### config.mk
export PLATFORM = sky130hd
export DESIGN_NAME = position_capture_unit
export DESIGN_NICKNAME = d
export VERILOG_FILES = /design/src/capture_pkg.sv /design/src/capture_edge_if.sv /design/src/capture_edge_detect.sv /design/src/position_capture_unit.sv
export SDC_FILE = /design/constraint.sdc
export NUM_CORES = 1
export LEC_CHECK = 0
export ABC_AREA = 1
export BUFFER_PORTS_ARGS = -buffer_cell sky130_fd_sc_hd__buf_2
export CAP_MARGIN = 10
export CORE_MARGIN = 3
export CORE_UTILIZATION = 57
export CTS_CLUSTER_DIAMETER = 40
export DETAILED_ROUTE_END_ITERATION = 10
export PLACE_DENSITY = 0.81
export SKIP_CTS_REPAIR_TIMING = 1
export SLEW_MARGIN = 15
export SYNTH_ARGS = -nofsm -noshare
export SYNTH_HDL_FRONTEND = slang
export SYNTH_HIERARCHICAL = 1
export SYNTH_SLANG_ARGS = --single-unit
### constraint.sdc
create_clock -name clk_sys -period 2.6 [get_ports clk_sys]
set_clock_uncertainty 0.15 [all_clocks]
set_input_delay 0.52 -clock clk_sys [delete_from_list [all_inputs] [get_ports clk_sys]]
set_output_delay 0.52 -clock clk_sys [all_outputs]
set_load 0.01 [all_outputs]
### src/capture_pkg.sv
// Package for the position capture channel: register offsets, codes, reset values.
// Assumes a simple parameter register port driven by the fieldbus interface logic.
`default_nettype none
package capture_pkg;
  localparam logic [11:0] ADDR_EDGE_SELECT = 12'h0a04;
  localparam logic [11:0] ADDR_ACTIVATION = 12'h0a08;
  localparam logic [11:0] ADDR_CAPTURED_POSITION = 12'h0a0c;
  localparam logic [11:0] ADDR_EVENT_COUNT = 12'h0a10;
  localparam logic [11:0] ADDR_STATUS_WORD = 12'h0a00;
  localparam logic [15:0] ACT_STOP = 16'h0000;
  localparam logic [15:0] ACT_ONCE = 16'h0001;
  localparam logic [15:0] ACT_CONTINUOUS = 16'h0002;
  localparam logic [15:0] EDGE_SELECT_RESET = 16'h0000;
  localparam logic [15:0] COUNT_RESET = 16'h0000;
  localparam logic [31:0] POSITION_RESET = 32'h0000_0000;
  localparam int STATUS_DONE_BIT = 0;
  typedef enum logic [2:0] {
    CAP_IDLE = 3'b001,
    CAP_ONCE = 3'b010,
    CAP_CONT = 3'b100
  } cap_state_e;
endpackage
`default_nettype wire

### src/capture_edge_if.sv
// Interface carrying the synchronised capture edge from detector to control.
// Assumes one clock domain, clk_sys.
`default_nettype none
interface capture_edge_if;
  logic edge_select;
  logic edge_hit;
  modport detector (input edge_select, output edge_hit);
  modport control (output edge_select, input edge_hit);
endinterface
`default_nettype wire

### src/capture_edge_detect.sv
// Synchroniser and edge detector for the capture input.
// Assumes the input may change at any time relative to clk_sys.
`default_nettype none
module capture_edge_detect (
  input wire logic clk_sys,
  input wire logic rst,
  input wire logic clk_en,
  input wire logic capture_input_one,
  capture_edge_if.detector eif
);
  logic sync1_reg;
  logic sync2_reg;
  logic prev_reg;
  logic hit_reg;
  wire rise = sync2_reg & ~prev_reg;
  wire fall = ~sync2_reg & prev_reg;
  wire hit_next = eif.edge_select ? rise : fall;

  always_ff @(posedge clk_sys) begin
    if (rst) begin
      sync1_reg <= 1'b0;
      sync2_reg <= 1'b0;
      prev_reg <= 1'b0;
      hit_reg <= 1'b0;
    end else if (clk_en) begin
      sync1_reg <= capture_input_one;
      sync2_reg <= sync1_reg;
      prev_reg <= sync2_reg;
      hit_reg <= hit_next;
    end
  end
  assign eif.edge_hit = hit_reg & clk_en;

  a_edge_rise_hit: assert property (@(posedge clk_sys) disable iff (rst)
    (clk_en && eif.edge_select && sync2_reg && !prev_reg) |=> hit_reg)
    else $error("rising edge not flagged");
  a_edge_fall_hit: assert property (@(posedge clk_sys) disable iff (rst)
    (clk_en && !eif.edge_select && !sync2_reg && prev_reg) |=> hit_reg)
    else $error("falling edge not flagged");
endmodule
`default_nettype wire

### src/position_capture_unit.sv
// Position capture channel: latches drive position on a selected input edge.
// Assumes a single-cycle parameter port from the fieldbus interface logic.
`default_nettype none
// Notes on behaviour
// - Code 0 stops capture; no more positions latched until re-armed.
// - Code 1 arms once; unit disarms after the first latched position.
// - Code 2 arms continuously; every qualifying edge latches.
// - Continuous capture stays armed after each event while code stays 2.
// - Arming accepted only in fieldbus control mode; master selects it first.
// - Edge select 0 captures on falling edge, 1 on rising; default 0.
// - A read-only 16-bit counter counts each capture event.
// - Event counter clears whenever a start code is accepted in fieldbus control mode.
// - Each qualifying edge stores signed 32-bit position in user units.
// - Redefining position reference recomputes stored captured position.
// - After a capture, status word bit 0 is set.
module position_capture_unit
  import capture_pkg::*;
(
  input wire logic clk_sys,
  input wire logic rst,
  input wire logic clk_en,
  input wire logic capture_input_one,
  input wire logic fieldbus_mode,
  input wire logic signed [31:0] position_now,
  input wire logic ref_redefine,
  input wire logic signed [31:0] ref_offset,
  input wire logic reg_write,
  input wire logic reg_read,
  input wire logic [11:0] reg_addr,
  input wire logic [31:0] reg_wdata,
  output logic [31:0] reg_rdata,
  output logic reg_rvalid,
  output logic capture_armed
);
  import capture_pkg::*;

  capture_edge_if eif ();

  cap_state_e state_reg;
  cap_state_e state_next;
  logic [15:0] edge_select_reg;
  logic [15:0] activation_reg;
  logic [15:0] count_reg;
  logic signed [31:0] position_reg;
  logic [15:0] status_reg;
  logic [31:0] rdata_next;

  capture_edge_detect u_edge (
    .clk_sys(clk_sys),
    .rst(rst),
    .clk_en(clk_en),
    .capture_input_one(capture_input_one),
    .eif(eif)
  );

  assign eif.edge_select = edge_select_reg[0];

  // Register decode
  wire wr_edge = reg_write & (reg_addr == ADDR_EDGE_SELECT);
  wire wr_act = reg_write & (reg_addr == ADDR_ACTIVATION);
  wire [15:0] wcode = reg_wdata[15:0];
  // Start codes are ignored outside fieldbus control mode
  wire start_once = wr_act & (wcode == ACT_ONCE) & fieldbus_mode;
  wire start_cont = wr_act & (wcode == ACT_CONTINUOUS) & fieldbus_mode;
  wire stop_cmd = wr_act & (wcode == ACT_STOP);
  wire start_any = start_once | start_cont;
  wire armed = (state_reg == CAP_ONCE) | (state_reg == CAP_CONT);
  // An activation write in the same cycle as an edge takes precedence: the edge is dropped
  wire capture = armed & eif.edge_hit & ~wr_act;

  always_comb begin
    state_next = state_reg;
    case (state_reg)
      CAP_IDLE: begin
        if (start_once) state_next = CAP_ONCE;
        else if (start_cont) state_next = CAP_CONT;
      end
      CAP_ONCE: begin
        if (stop_cmd) state_next = CAP_IDLE;
        else if (start_cont) state_next = CAP_CONT;
        else if (capture) state_next = CAP_IDLE;
      end
      CAP_CONT: begin
        if (stop_cmd) state_next = CAP_IDLE;
        else if (start_once) state_next = CAP_ONCE;
        else state_next = CAP_CONT;
      end
      default: state_next = CAP_IDLE;
    endcase
  end

  always_comb begin
    case (reg_addr)
      ADDR_EDGE_SELECT: rdata_next = {16'h0000, edge_select_reg};
      ADDR_ACTIVATION: rdata_next = {16'h0000, activation_reg};
      ADDR_CAPTURED_POSITION: rdata_next = position_reg;
      ADDR_EVENT_COUNT: rdata_next = {16'h0000, count_reg};
      ADDR_STATUS_WORD: rdata_next = {16'h0000, status_reg};
      default: rdata_next = 32'h0000_0000;
    endcase
  end

  // State and configuration registers, each in its own short block
  always_ff @(posedge clk_sys) begin
    if (rst) begin
      state_reg <= CAP_IDLE;
    end else if (clk_en) begin
      state_reg <= state_next;
    end
  end

  always_ff @(posedge clk_sys) begin
    if (rst) begin
      edge_select_reg <= EDGE_SELECT_RESET;
    end else if (clk_en && wr_edge) begin
      edge_select_reg <= wcode;
    end
  end

  // Readback shows the last accepted code; a finished one-shot reads as stop
  wire act_load = stop_cmd | start_any;
  wire once_done = (state_reg == CAP_ONCE) & capture;

  always_ff @(posedge clk_sys) begin
    if (rst) begin
      activation_reg <= ACT_STOP;
    end else if (clk_en) begin
      if (act_load) activation_reg <= wcode;
      else if (once_done) activation_reg <= ACT_STOP;
    end
  end

  // A start and a capture never meet: capture is masked by any activation write
  always_ff @(posedge clk_sys) begin
    if (rst) begin
      count_reg <= COUNT_RESET;
    end else if (clk_en) begin
      if (start_any) count_reg <= COUNT_RESET;
      else if (capture) count_reg <= count_reg + 16'h0001;
    end
  end

  // Set wins over clear should the two ever coincide
  always_ff @(posedge clk_sys) begin
    if (rst) begin
      status_reg <= 16'h0000;
    end else if (clk_en) begin
      if (capture) status_reg[STATUS_DONE_BIT] <= 1'b1;
      else if (start_any) status_reg[STATUS_DONE_BIT] <= 1'b0;
    end
  end

  // Capture wins over a reference change in the same cycle; that shift is lost
  always_ff @(posedge clk_sys) begin
    if (rst) begin
      position_reg <= POSITION_RESET;
    end else if (clk_en) begin
      if (capture) position_reg <= position_now;
      else if (ref_redefine) position_reg <= position_reg + ref_offset;
    end
  end

  always_ff @(posedge clk_sys) begin
    if (rst) begin
      reg_rdata <= 32'h0000_0000;
      reg_rvalid <= 1'b0;
    end else if (clk_en) begin
      reg_rvalid <= reg_read;
      if (reg_read) reg_rdata <= rdata_next;
    end
  end

  always_ff @(posedge clk_sys) begin
    if (rst) begin
      capture_armed <= 1'b0;
    end else if (clk_en) begin
      capture_armed <= (state_next != CAP_IDLE);
    end
  end

  // Checks on the control path
  a_stop_disarms: assert property (@(posedge clk_sys) disable iff (rst)
    (clk_en && stop_cmd) |=> (state_reg == CAP_IDLE))
    else $error("stop did not disarm");

  a_once_ends: assert property (@(posedge clk_sys) disable iff (rst)
    (clk_en && state_reg == CAP_ONCE && capture) |=> (state_reg == CAP_IDLE))
    else $error("one-shot did not end");

  a_cont_arms: assert property (@(posedge clk_sys) disable iff (rst)
    (clk_en && start_cont) |=> (state_reg == CAP_CONT))
    else $error("continuous start failed");

  a_cont_stays: assert property (@(posedge clk_sys) disable iff (rst)
    (clk_en && state_reg == CAP_CONT && capture) |=> (state_reg == CAP_CONT))
    else $error("continuous capture ended");

  a_mode_gate: assert property (@(posedge clk_sys) disable iff (rst)
    (clk_en && state_reg == CAP_IDLE && !fieldbus_mode) |=> (state_reg == CAP_IDLE))
    else $error("armed outside fieldbus mode");

  a_count_incr: assert property (@(posedge clk_sys) disable iff (rst)
    (clk_en && capture) |=> (count_reg == $past(count_reg) + 16'h0001))
    else $error("counter did not increment");

  a_count_clear: assert property (@(posedge clk_sys) disable iff (rst)
    (clk_en && start_any) |=> (count_reg == 16'h0000))
    else $error("counter not cleared on start");

  a_pos_latch: assert property (@(posedge clk_sys) disable iff (rst)
    (clk_en && capture) |=> (position_reg == $past(position_now)))
    else $error("position not latched");

  a_pos_recalc: assert property (@(posedge clk_sys) disable iff (rst)
    (clk_en && !capture && ref_redefine)
      |=> (position_reg == $past(position_reg) + $past(ref_offset)))
    else $error("position not recomputed");

  a_status_done: assert property (@(posedge clk_sys) disable iff (rst)
    (clk_en && capture) |=> status_reg[0])
    else $error("status bit not set");

  a_stop_code: assert property (@(posedge clk_sys) disable iff (rst)
    (clk_en && stop_cmd) |=> (activation_reg == ACT_STOP))
    else $error("stop code not stored");

  a_idle_no_latch: assert property (@(posedge clk_sys) disable iff (rst)
    (clk_en && !armed && !ref_redefine) |=> (position_reg == $past(position_reg)))
    else $error("idle unit latched a position");

  a_once_arms: assert property (@(posedge clk_sys) disable iff (rst)
    (clk_en && start_once) |=> (state_reg == CAP_ONCE))
    else $error("one-shot start failed");

  a_once_code_back: assert property (@(posedge clk_sys) disable iff (rst)
    (clk_en && once_done) |=> (activation_reg == ACT_STOP && !capture_armed))
    else $error("one-shot still shown armed");

  a_armed_out: assert property (@(posedge clk_sys) disable iff (rst)
    clk_en |=> (capture_armed == (state_reg != CAP_IDLE)))
    else $error("armed output disagrees with state");

  a_cont_code_kept: assert property (@(posedge clk_sys) disable iff (rst)
    (clk_en && state_reg == CAP_CONT && capture) |=> (activation_reg == ACT_CONTINUOUS))
    else $error("continuous code lost");

  a_mode_code_kept: assert property (@(posedge clk_sys) disable iff (rst)
    (clk_en && wr_act && !fieldbus_mode && wcode != ACT_STOP)
      |=> (activation_reg == $past(activation_reg)))
    else $error("start code taken outside fieldbus mode");

  a_edge_stored: assert property (@(posedge clk_sys) disable iff (rst)
    (clk_en && wr_edge) |=> (edge_select_reg == $past(wcode)))
    else $error("edge select not stored");

  a_edge_default: assert property (@(posedge clk_sys)
    rst |=> (edge_select_reg == EDGE_SELECT_RESET))
    else $error("edge select not reset");

  a_count_hold: assert property (@(posedge clk_sys) disable iff (rst)
    (clk_en && !capture && !start_any) |=> (count_reg == $past(count_reg)))
    else $error("counter moved without event");

  a_rdata_count: assert property (@(posedge clk_sys) disable iff (rst)
    (clk_en && reg_read && reg_addr == ADDR_EVENT_COUNT)
      |=> (reg_rdata == {16'h0000, $past(count_reg)}))
    else $error("counter readback wrong");

  a_rdata_pos: assert property (@(posedge clk_sys) disable iff (rst)
    (clk_en && reg_read && reg_addr == ADDR_CAPTURED_POSITION)
      |=> (reg_rdata == $past(position_reg)))
    else $error("position readback wrong");

  a_pos_hold: assert property (@(posedge clk_sys) disable iff (rst)
    (clk_en && !capture && !ref_redefine) |=> (position_reg == $past(position_reg)))
    else $error("position moved without event");

  a_status_clear: assert property (@(posedge clk_sys) disable iff (rst)
    (clk_en && start_any) |=> !status_reg[STATUS_DONE_BIT])
    else $error("status bit not cleared on start");

  a_status_hold: assert property (@(posedge clk_sys) disable iff (rst)
    (clk_en && !capture && !start_any) |=> $stable(status_reg))
    else $error("status changed without event");

  // Checks on the register port and the clock enable
  a_rvalid_pulse: assert property (@(posedge clk_sys) disable iff (rst)
    (clk_en && reg_read) |=> reg_rvalid)
    else $error("read not answered");

  a_rvalid_low: assert property (@(posedge clk_sys) disable iff (rst)
    (clk_en && !reg_read) |=> !reg_rvalid)
    else $error("read answer without request");

  a_rdata_hold: assert property (@(posedge clk_sys) disable iff (rst)
    (clk_en && !reg_read) |=> $stable(reg_rdata))
    else $error("read data changed without read");

  a_freeze_state: assert property (@(posedge clk_sys) disable iff (rst)
    !clk_en |=> ($stable(state_reg) && $stable(count_reg) && $stable(position_reg)))
    else $error("state moved while clock enable low");

  a_reset_outputs: assert property (@(posedge clk_sys)
    rst |=> (!capture_armed && !reg_rvalid && reg_rdata == 32'h0000_0000))
    else $error("outputs not cleared by reset");
endmodule
`default_nettype wire

**Word-level counts from Yosys, hierarchy flattened**

Cells that the tools add are included.

- Flip-flop bits (word level): 122
- Bits in latches: 0
- Memory bits (writable): 0
- Memory bits (read-only): 0
- Input bits: 116
- Memories: 0

- Add/sub/neg operators: 2
- Multiply operators: 0
- Div/mod/pow operators: 0
- Magnitude comparators: 0
- Equality and inequality tests: 11
- Shifts and indexed selects: 0
- Mux-type cells: 18
- Bitwise gates (word level): 19
- Reduce and logical (&&, ||, !) cells: 9

Operator list:

| operator | number |
|---|---|
| one-hot mux 32 bit (5 select lines) | 1 |
| 2-to-1 mux 16 bit | 4 |
| 2-to-1 mux 32 bit | 2 |
| == test 12 bit (second input constant) | 5 |
| adder 32 bit | 1 |
| 2-to-1 mux 3 bit | 7 |
| adder 16 x 1 -> 16 bit (second input constant) | 1 |
| == test 16 x 1 -> 1 bit (second input constant) | 1 |
| == test 16 x 2 -> 1 bit (second input constant) | 1 |
| logical NOT 16 bit | 1 |
| bitwise AND 1 bit | 13 |
| one-hot mux 3 bit (3 select lines) | 1 |
| AND reduction 2 bit | 4 |
| nonzero test 2 bit | 3 |
| == test 3 x 1 -> 1 bit (second input constant) | 1 |
| == test 3 x 2 -> 1 bit (second input constant) | 1 |
| == test 3 bit (second input constant) | 1 |
| 2-to-1 mux 1 bit | 3 |
| inequality test 3 x 1 -> 1 bit (second input constant) | 1 |
| inverter 1 bit | 3 |
| bitwise OR 1 bit | 3 |
| logical AND 1 bit | 1 |

**Depth between registers and ports, before layout**

Gate-level depths: netlist of run 1.

- Depth after elaboration: 9
- Gate-level depth with buffers: 15
- Mapped depth without buffers: 15

**By module**

Netlist of run 1, hierarchy kept.

By module, submodules not included:

| module | instances | cells an instance | area each (um2) | seq. area each (um2) |
|---|---|---|---|---|
| position_capture_unit | 1 | 1322 | 8032.7 | 2362.3 |
| capture_edge_detect | 1 | 27 | 176.4 | 80.1 |

**Worst setup path after synthesis of run 1**

Ideal clock, no wire load.

- Path kind: in2reg
- Start: in ref_offset[0]
- End: reg position_reg[16]
- Arrival time: 1954 ps
- Setup slack: 426 ps
- Cell stages on the path: 13
- Cell sequence: ha_1 > inv_1 > fa_1 > inv_1 > nand3_1 > nand3_1 > nand2_1 > nand3_1 > nand2_1 > nand2_1 > xor2_1 > nand2_1 > a21oi_1

- Cells in the longest elaborated chain, start to end: 3

Ends and longest elaborated chain:

| element | line | text |
|---|---|---|
| start, declared | position_capture_unit.sv:26 | `input wire logic signed [31:0] ref_offset,` |
| adder 32 bit | position_capture_unit.sv:159 | `else if (ref_redefine) position_reg <= position_reg + ref_offset;` |
| 2-to-1 mux 32 bit | position_capture_unit.sv:159 |  |
| 2-to-1 mux 32 bit | position_capture_unit.sv:158 | `if (capture) position_reg <= position_now;` |
| end signal, assigned | position_capture_unit.sv:158 |  |
| end signal, assigned | position_capture_unit.sv:159 |  |
| end, declared | position_capture_unit.sv:44 | `logic signed [31:0] position_reg;` |

Every way passes these cells. The select of a mux whose other input is x is not followed.
A chain may end at the register's enable or synchronous reset.

**Final worst setup path of run 1**

- Start: reg position_reg[0]
- End: reg position_reg[16]

- Cells in the longest elaborated chain, start to end: 3

Ends and longest elaborated chain:

| element | line |
|---|---|
| adder 32 bit | position_capture_unit.sv:159 |
| 2-to-1 mux 32 bit | position_capture_unit.sv:159 |
| 2-to-1 mux 32 bit | position_capture_unit.sv:158 |

Every way passes these cells. The select of a mux whose other input is x is not followed.

==> impl_results.md, run 1 <==
- Status: finished clean
- Initial antenna violation count: 1
- Pin count of the biggest net entering global routing: roughly 100
- Clock slew at reported path FFs: around 0.06 ns
- Post-synth top flop: dfxtp_1
- Syn Std Cell Area: approximately 8000 um^2
- Worst path required time: roughly 2.8 ns
- Die Y: 126 um
- CP Max Fanout: 5
- Cell count after synthesis: ~1300
- Number of library cell types mapped by synthesis: slightly above 40
- Final wirelength: approximately 25000 um
- Minimum clock period: approximately 2.3 ns
- Fin. max-slew vios: 0
- Psw: around 1500 uW
- Leakage power: between 0.004 and 0.005 uW
- Most common cell after layout, fill and taps aside: nand2_1
- FP Rows: 43
- Cell Int Power: 3890 uW
- Hold slack: approximately 0.17 ns
- Hold path depth: 3
- Final setup TNS: 0 ns
- RSZ-0062 raised after global routing: false
- Filler instances: 1283
- CTS root buffer: clkbuf_16
- Slowest cell delay on critical path: between 0.3 and 0.4 ns
- Worst reg-to-reg setup slack: 0.27 ns
- First-pass GRT wire length: a little over 40000 um
- GPL Wtd Cong: about 1.0
- Die area: 15900 um^2
- Hold wc startpoint: capture_input_one
- # port buffers: between 100 and 150
- Drt via density: 5.40
- Most used cell, CP: nand2_1
- Max Freq: ~0.43 GHz
- Total gr overflow: 0
- CP Buf/Inv Count: 2
- # clock sinks: roughly 120
- Ant. Diodes: 0
- Nets@finish: between 1500 and 2000
- Maximum vdd ir drop: between 0.4 and 0.5 mV
- GRT Util Overall: 0.317
- Detailed placer's ending HPWL: 18800 um
- P per Cell Area: approximately 550 nW/um^2
- Setup crit start kind: flip-flop
- Syn Area/Cell: approximately 6.1 um^2
- Slew headroom: 0.494
- DR DRC count: 0
- CP Cell Sequence: ha_1 -> inv_1 -> fa_1 -> inv_1 -> nand3_1 -> nand3_1 -> nand2_1 -> nand3_1 -> nand2_1 -> nand2_1 -> xor2_1 -> nand2_1 -> a21oi_1
- CP delay by family, top: simple AND/OR/NAND/NOR gates
- Initial Util: 0.587
- Vias in the first global route: between 8000 and 9000
- Via count: 9026
- Number of routed nets with antenna violations: 0
- R2r endpoint: position_reg[16]
- Final hold vios: 0
- CTS Buffer Depth: 2
- Worst setup path class: reg -> reg
- TritonRoute pass-1 iters: 6
- Die width: ~130 um
- Number of synthesized flops with an enable pin: 0
- Clock share of power: 0.479
- Reg area: 2440 um^2
- Core box area: around 14000 um^2
- Inserted Clock Buffers: 17
- Synth-to-layout area growth: 19.1%
- # IOs: 150
- CP Depth: 13
- Layout cells sized above 1: 0.147
- Synthesized flop and latch total: between 100 and 150
- Critical Path AT: 2.54 ns
- Seq/Total Area, Yosys: 0.298
- DR WL/cell: approximately 15 um
- Async SR Flop Fraction: 0
- Worst reg2reg path depth: 13
- H-tree depth: 4
- Type of the worst min-delay path: in -> reg
- Final Setup Violations: 0
- Reg power frac: 0.364
- Clk_lat worst skew: 0.43 ns
- MaxCap Viol Count: 0
- 1st-iter DRT viols: 809
- Footprint of the multi-input gates: between 4000 and 5000 um^2
- Most frequent cells in the layout: nand2_1 (429), inv_1 (173), nor2_1 (158), buf_2 (133), dfxtp_1 (122)
- Fin crit share: 0.897
- Hold Crit Endpoint: u_edge/sync1_reg
- Crit. End Element: flip-flop
- Switching Share: 0.280
- Ys Warns: 6
- Synthesized Nets: around 1500
- Slew @ Worst Pin: approximately 0.76 ns
- Worst R2R Start: position_reg[0]
- Comb pwr share: 0.157
- CTS tree: built
- Slowest cell on crit path: dfxtp_1
worst register-to-register path, stage by stage (launching register included):
cell and delay [ns]:
dfxtp_1 0.37, ha_1 0.20, inv_1 0.06, fa_1 0.35, inv_1 0.15, nand3_1 0.09
nand3_1 0.21, nand2_1 0.09, nand3_1 0.13, nand2_1 0.08, nand2_1 0.08, xor2_1 0.14
nand2_1 0.06, a21oi_1 0.11
layer usage:
metal  share of wire  global-route usage  vias to the layer above
met5         0.00051                   0                        -
met4           0.037               0.132                        2
met3           0.076              0.0623                       70
met2            0.46               0.525                      401
met1            0.43               0.405                     3973
li1                -                   -                     4580
power groups by stage:
stage | clock [uW] | combinational [uW] | sequential (uW)
floorplan | 0 | 569 | 1990
global placement | 0 | 818 | 2010
detailed placement | 0 | 828 | 2010
CTS | 2600 | 837 | 1970
global route | 2690 | 965 | 1970
finish | 2590 | 847 | 1970
per-stage QoR:
stage          utilization  setup slack, ns  power [uW]  instances  cell area (um^2)
2_1_floorplan            -            0.426        2550       1349              8210
3_3_place_gp         0.653            0.120        2820       1641              9130
3_5_place_dp         0.653           0.0833        2840       1641              9130
4_1_cts              0.699            0.294        5410       1673              9780
5_1_grt              0.699           0.0864        5620       1673              9780
6_report             0.699            0.268        5410       1673              9780
cell families (layout without fill, tap and decap cells):
family | count (synthesis) | after routing | synth area share
flops | 122 | 122 | 0.298
simple gates | 759 | 759 | 0.387
compound gates | 183 | 183 | 0.129
buf+inv | 227 | 371 | 0.109
xor+xnor | 25 | 25 | 0.0267
fa+ha+maj | 33 | 33 | 0.0512
cells in the mapped netlist (7+ instances only):
cell type  count  area (um^2)
dfxtp_1      122         2440
buf_2         15         75.1
nand2_1      429         1610
nor3_1        15         75.1
clkbuf_1      24         90.1
xor2_1        18          158
o21ai_0       26          130
xnor2_1        7         61.3
inv_1        173          649
a21oi_1      103          515
o2111ai_1     15          131
nand4_1       12         75.1
a211oi_1      17          128
nor2_1       158          593
nand3_1      111          556
ha_1          32          400
a31oi_1        8         50.1
area by class of cell:
class / count / share of cell area
Inverter: 179 / 0.0687
Clock inverter: 13 / 0.0197
Clock buffer: 19 / 0.0463
Timing Repair Buffer: 160 / 0.0939
Sequential cell: 122 / 0.250
Multi-Input combinational cell: 1000 / 0.498
Tap cell: 180 / 0.0230
how the worst max path moves through the flow:
stage | start | slack, ns | endpoint
6_report | position_reg[0] | 0.27 | position_reg[16]
2_1_floorplan | ref_offset[0] | 0.43 | position_reg[16]
5_1_grt | position_reg[0] | 0.09 | position_reg[28]
3_5_place_dp | ref_offset[0] | 0.08 | position_reg[16]
3_3_place_gp | ref_offset[0] | 0.12 | position_reg[16]
4_1_cts | position_reg[0] | 0.29 | position_reg[16]
(Power assumes the default switching activity.)
==> run 2, diff against run 1 <==
--- a/config.mk
+++ b/config.mk
@@ -13,6 +13,7 @@
 export CTS_CLUSTER_DIAMETER = 40
 export DETAILED_ROUTE_END_ITERATION = 10
 export PLACE_DENSITY = 0.81
+export SETUP_SLACK_MARGIN = 0.3
 export SKIP_CTS_REPAIR_TIMING = 1
 export SLEW_MARGIN = 15
 export SYNTH_ARGS = -nofsm -noshare
==> run 2 against run 1 <==
Effect of this change: wire length up 0.16%; total power up 0.32%; via count up 0.21%; sequential share of layout area down 0.16 points; cell area up 0.68%; critical path depth unchanged; sequential cell count unchanged; clock power about the same; global-route usage unchanged; non-clock buffer count unchanged; sequential power about the same; hold slack about the same.
==> impl_results.md, run 2 (synthesis gave the netlist of run 1 again) <==
- Slew headroom: 0.508 (+0.0139)
- Leakage power: 0.00483 uW (+0.32%)
- Metal3 WL: 1930 um (+1.3%)
- First-pass GRT wire length: 40800 um (unchanged)
- # port buffers: 133 (unchanged)
- Number of routed nets with antenna violations: 0 (unchanged)
- Layout cells sized above 1: 0.157 (+0.0100)
- DR DRC count: 0 (unchanged)
- P per Cell Area: 551 nW/um^2 (-0.35%)
- Clock slew at reported path FFs: 0.06 ns (about the same)
- Cell Int Power: 3900 uW (+0.19%)
- Die width: 126 um (unchanged)
- Maximum vdd ir drop: 0.446 mV (+0.59%)
- # clock sinks: 122 (unchanged)
- Ant. Diodes: 0 (unchanged)
- CTS root buffer: clkbuf_16
- Worst reg2reg path depth: 13 (unchanged)
- Via count: 9045 (+0.21%)
- Setup slack after layout: 0.403 ns (+0.134 ns)
- GPL Wtd Cong: 1.00 (unchanged)
- # IOs: 150 (unchanged)
- Comb pwr share: 0.159 (+0.002)
- Hold wc startpoint: capture_input_one
- Hold path depth: 3 (unchanged)
- GRT Util Overall: 0.317 (unchanged)
- Worst path required time: 2.74 ns (-0.07 ns)
- Top sig layer: met5
- Minimum clock period: 2.20 ns (-0.134 ns)
- Dpl ws: 0.0833 ns (unchanged)
- Reg power frac: 0.363 (about the same)
- CTS Buffer Depth: 2 (unchanged)
- RSZ-0062 raised after global routing: false
- Final Setup Violations: 0 (unchanged)
- Final setup TNS: 0 ns (unchanged)
- Final core occ: 0.704 (+0.00474)
- Pin count of the biggest net entering global routing: 99 (unchanged)
- DR WL/cell: 15.1 um (+0.16%)
- Die Y: 126 um (unchanged)
- Met1 WL: 10800 um (-0.30%)
- Critical Path AT: 2.34 ns (-0.20 ns)
- MaxCap Viol Count: 0 (unchanged)
- R2r endpoint: position_reg[26]
- Inserted Clock Buffers: 17 (unchanged)
- Switching Share: 0.281 (+0.000947)
- Die area: 15900 um^2 (unchanged)
- Most common cell after layout, fill and taps aside: nand2_1
- 1st-iter DRT viols: 860 (+6.3%)
- Setup crit start kind: flip-flop
- Clk_lat worst skew: 0.43 ns (about the same)
- Initial Util: 0.587 (unchanged)
- H-tree depth: 4 (unchanged)
- Nets@finish: 1629 (unchanged)
- Detailed placer's ending HPWL: 18800 um (unchanged)
- Max Freq: 0.455 GHz (+6.1%)
- Initial antenna violation count: 1 (unchanged)
- Core box area: 14000 um^2 (unchanged)
- CTS tree: built
- Drt via density: 5.41 (+0.21%)
- Worst reg-to-reg setup slack: 0.40 ns (+0.13 ns)
- CP Max Fanout: 5 (unchanged)
- Synth-to-layout area growth: 19.9%
- Worst setup path class: reg -> reg
- TritonRoute pass-1 iters: 5 (-1)
- Type of the worst min-delay path: in -> reg
- Hold Crit Endpoint: u_edge/sync1_reg
- Clock share of power: 0.478 (about the same)
- FP Rows: 43 (unchanged)
- Fin crit share: 0.845 (-0.0517)
- Final hold vios: 0 (unchanged)
- Total gr overflow: 0 (unchanged)
- Crit. End Element: flip-flop
- Most frequent cells in the layout: nand2_1 (425), inv_1 (172), nor2_1 (156), buf_2 (133), dfxtp_1 (121)
- Fin. max-slew vios: 0 (unchanged)
- Vias in the first global route: 8352 (unchanged)
- Detailed route wirelength on metal2: 11700 um (+0.64%)
- Status: finished clean
- Worst R2R Start: position_reg[0]
- Final wirelength: 25300 um (+0.16%)
- Psw: 1530 uW (+0.66%)
- Slew @ Worst Pin: 0.737 ns (-0.0208 ns)
-- run 2: cell types whose count changed in the layout (fill, tap and decap cells not counted), moves of 3 or more --
| cell | change |
|---|---|
| nand3_2 | +3 |
| nand2_1 | -4 |
| nand2_2 | +4 |
| nand3_1 | -3 |
-- run 2: worst max-delay path by stage --
stage,start,cells after the start,slack (ns),to
6_report,position_reg[0],13,0.40,position_reg[26]
5_1_grt,position_reg[0],14,0.30,position_reg[26]
4_1_cts,position_reg[0],13,0.29,position_reg[16]
3_5_place_dp,ref_offset[0],14,0.08,position_reg[16]
3_3_place_gp,ref_offset[0],14,0.12,position_reg[16]
2_1_floorplan,ref_offset[0],13,0.43,position_reg[16]
-- run 2: worst max-delay path, stage by stage (launching register included) --
cell	delay, ns
dfxtp_2	0.36
ha_1	0.18
inv_1	0.06
fa_1	0.37
inv_2	0.10
nand2_1	0.07
nand3_2	0.10
nand2_1	0.06
nand2_1	0.11
nand2_1	0.11
nand3_1	0.10
nand3_1	0.14
nand2_1	0.09
a21oi_1	0.06
-- run 2: area by class of cell --
cell class | instances | area, um^2
clock buffer | 19 | 453
clock inverter | 13 | 193
fill | 1271 | 4150
inverter | 179 | 672
multi-input combinational | 1000 | 4940
sequential | 122 | 2440
tap | 180 | 225
timing repair buffer | 160 | 918
-- run 2: per-stage QoR --
step / power (uW) / hold slack, ns / instances / instance area [um^2]
floorplan: 2550 / 0.268 / 1349 / 8210
global placement: 2820 / 0.276 / 1641 / 9130
detailed placement: 2840 / 0.278 / 1641 / 9130
CTS: 5410 / 0.159 / 1673 / 9780
global route: 5640 / 0.179 / 1673 / 9840
finish: 5420 / 0.168 / 1673 / 9840
-- run 2: power groups by stage --
stage | clock network [uW] | logic, uW | registers, uW
after floorplan | 0 | 569 | 1990
after global placement | 0 | 818 | 2010
after detailed placement | 0 | 828 | 2010
after CTS | 2600 | 837 | 1970
after global routing | 2690 | 981 | 1970
final | 2590 | 861 | 1970
-- run 2: per-layer routing --
layer	global-route usage	up-vias
met5	0	-
met4	0.132	2
met3	0.0623	62
met2	0.525	387
met1	0.405	4009
li1	-	4585
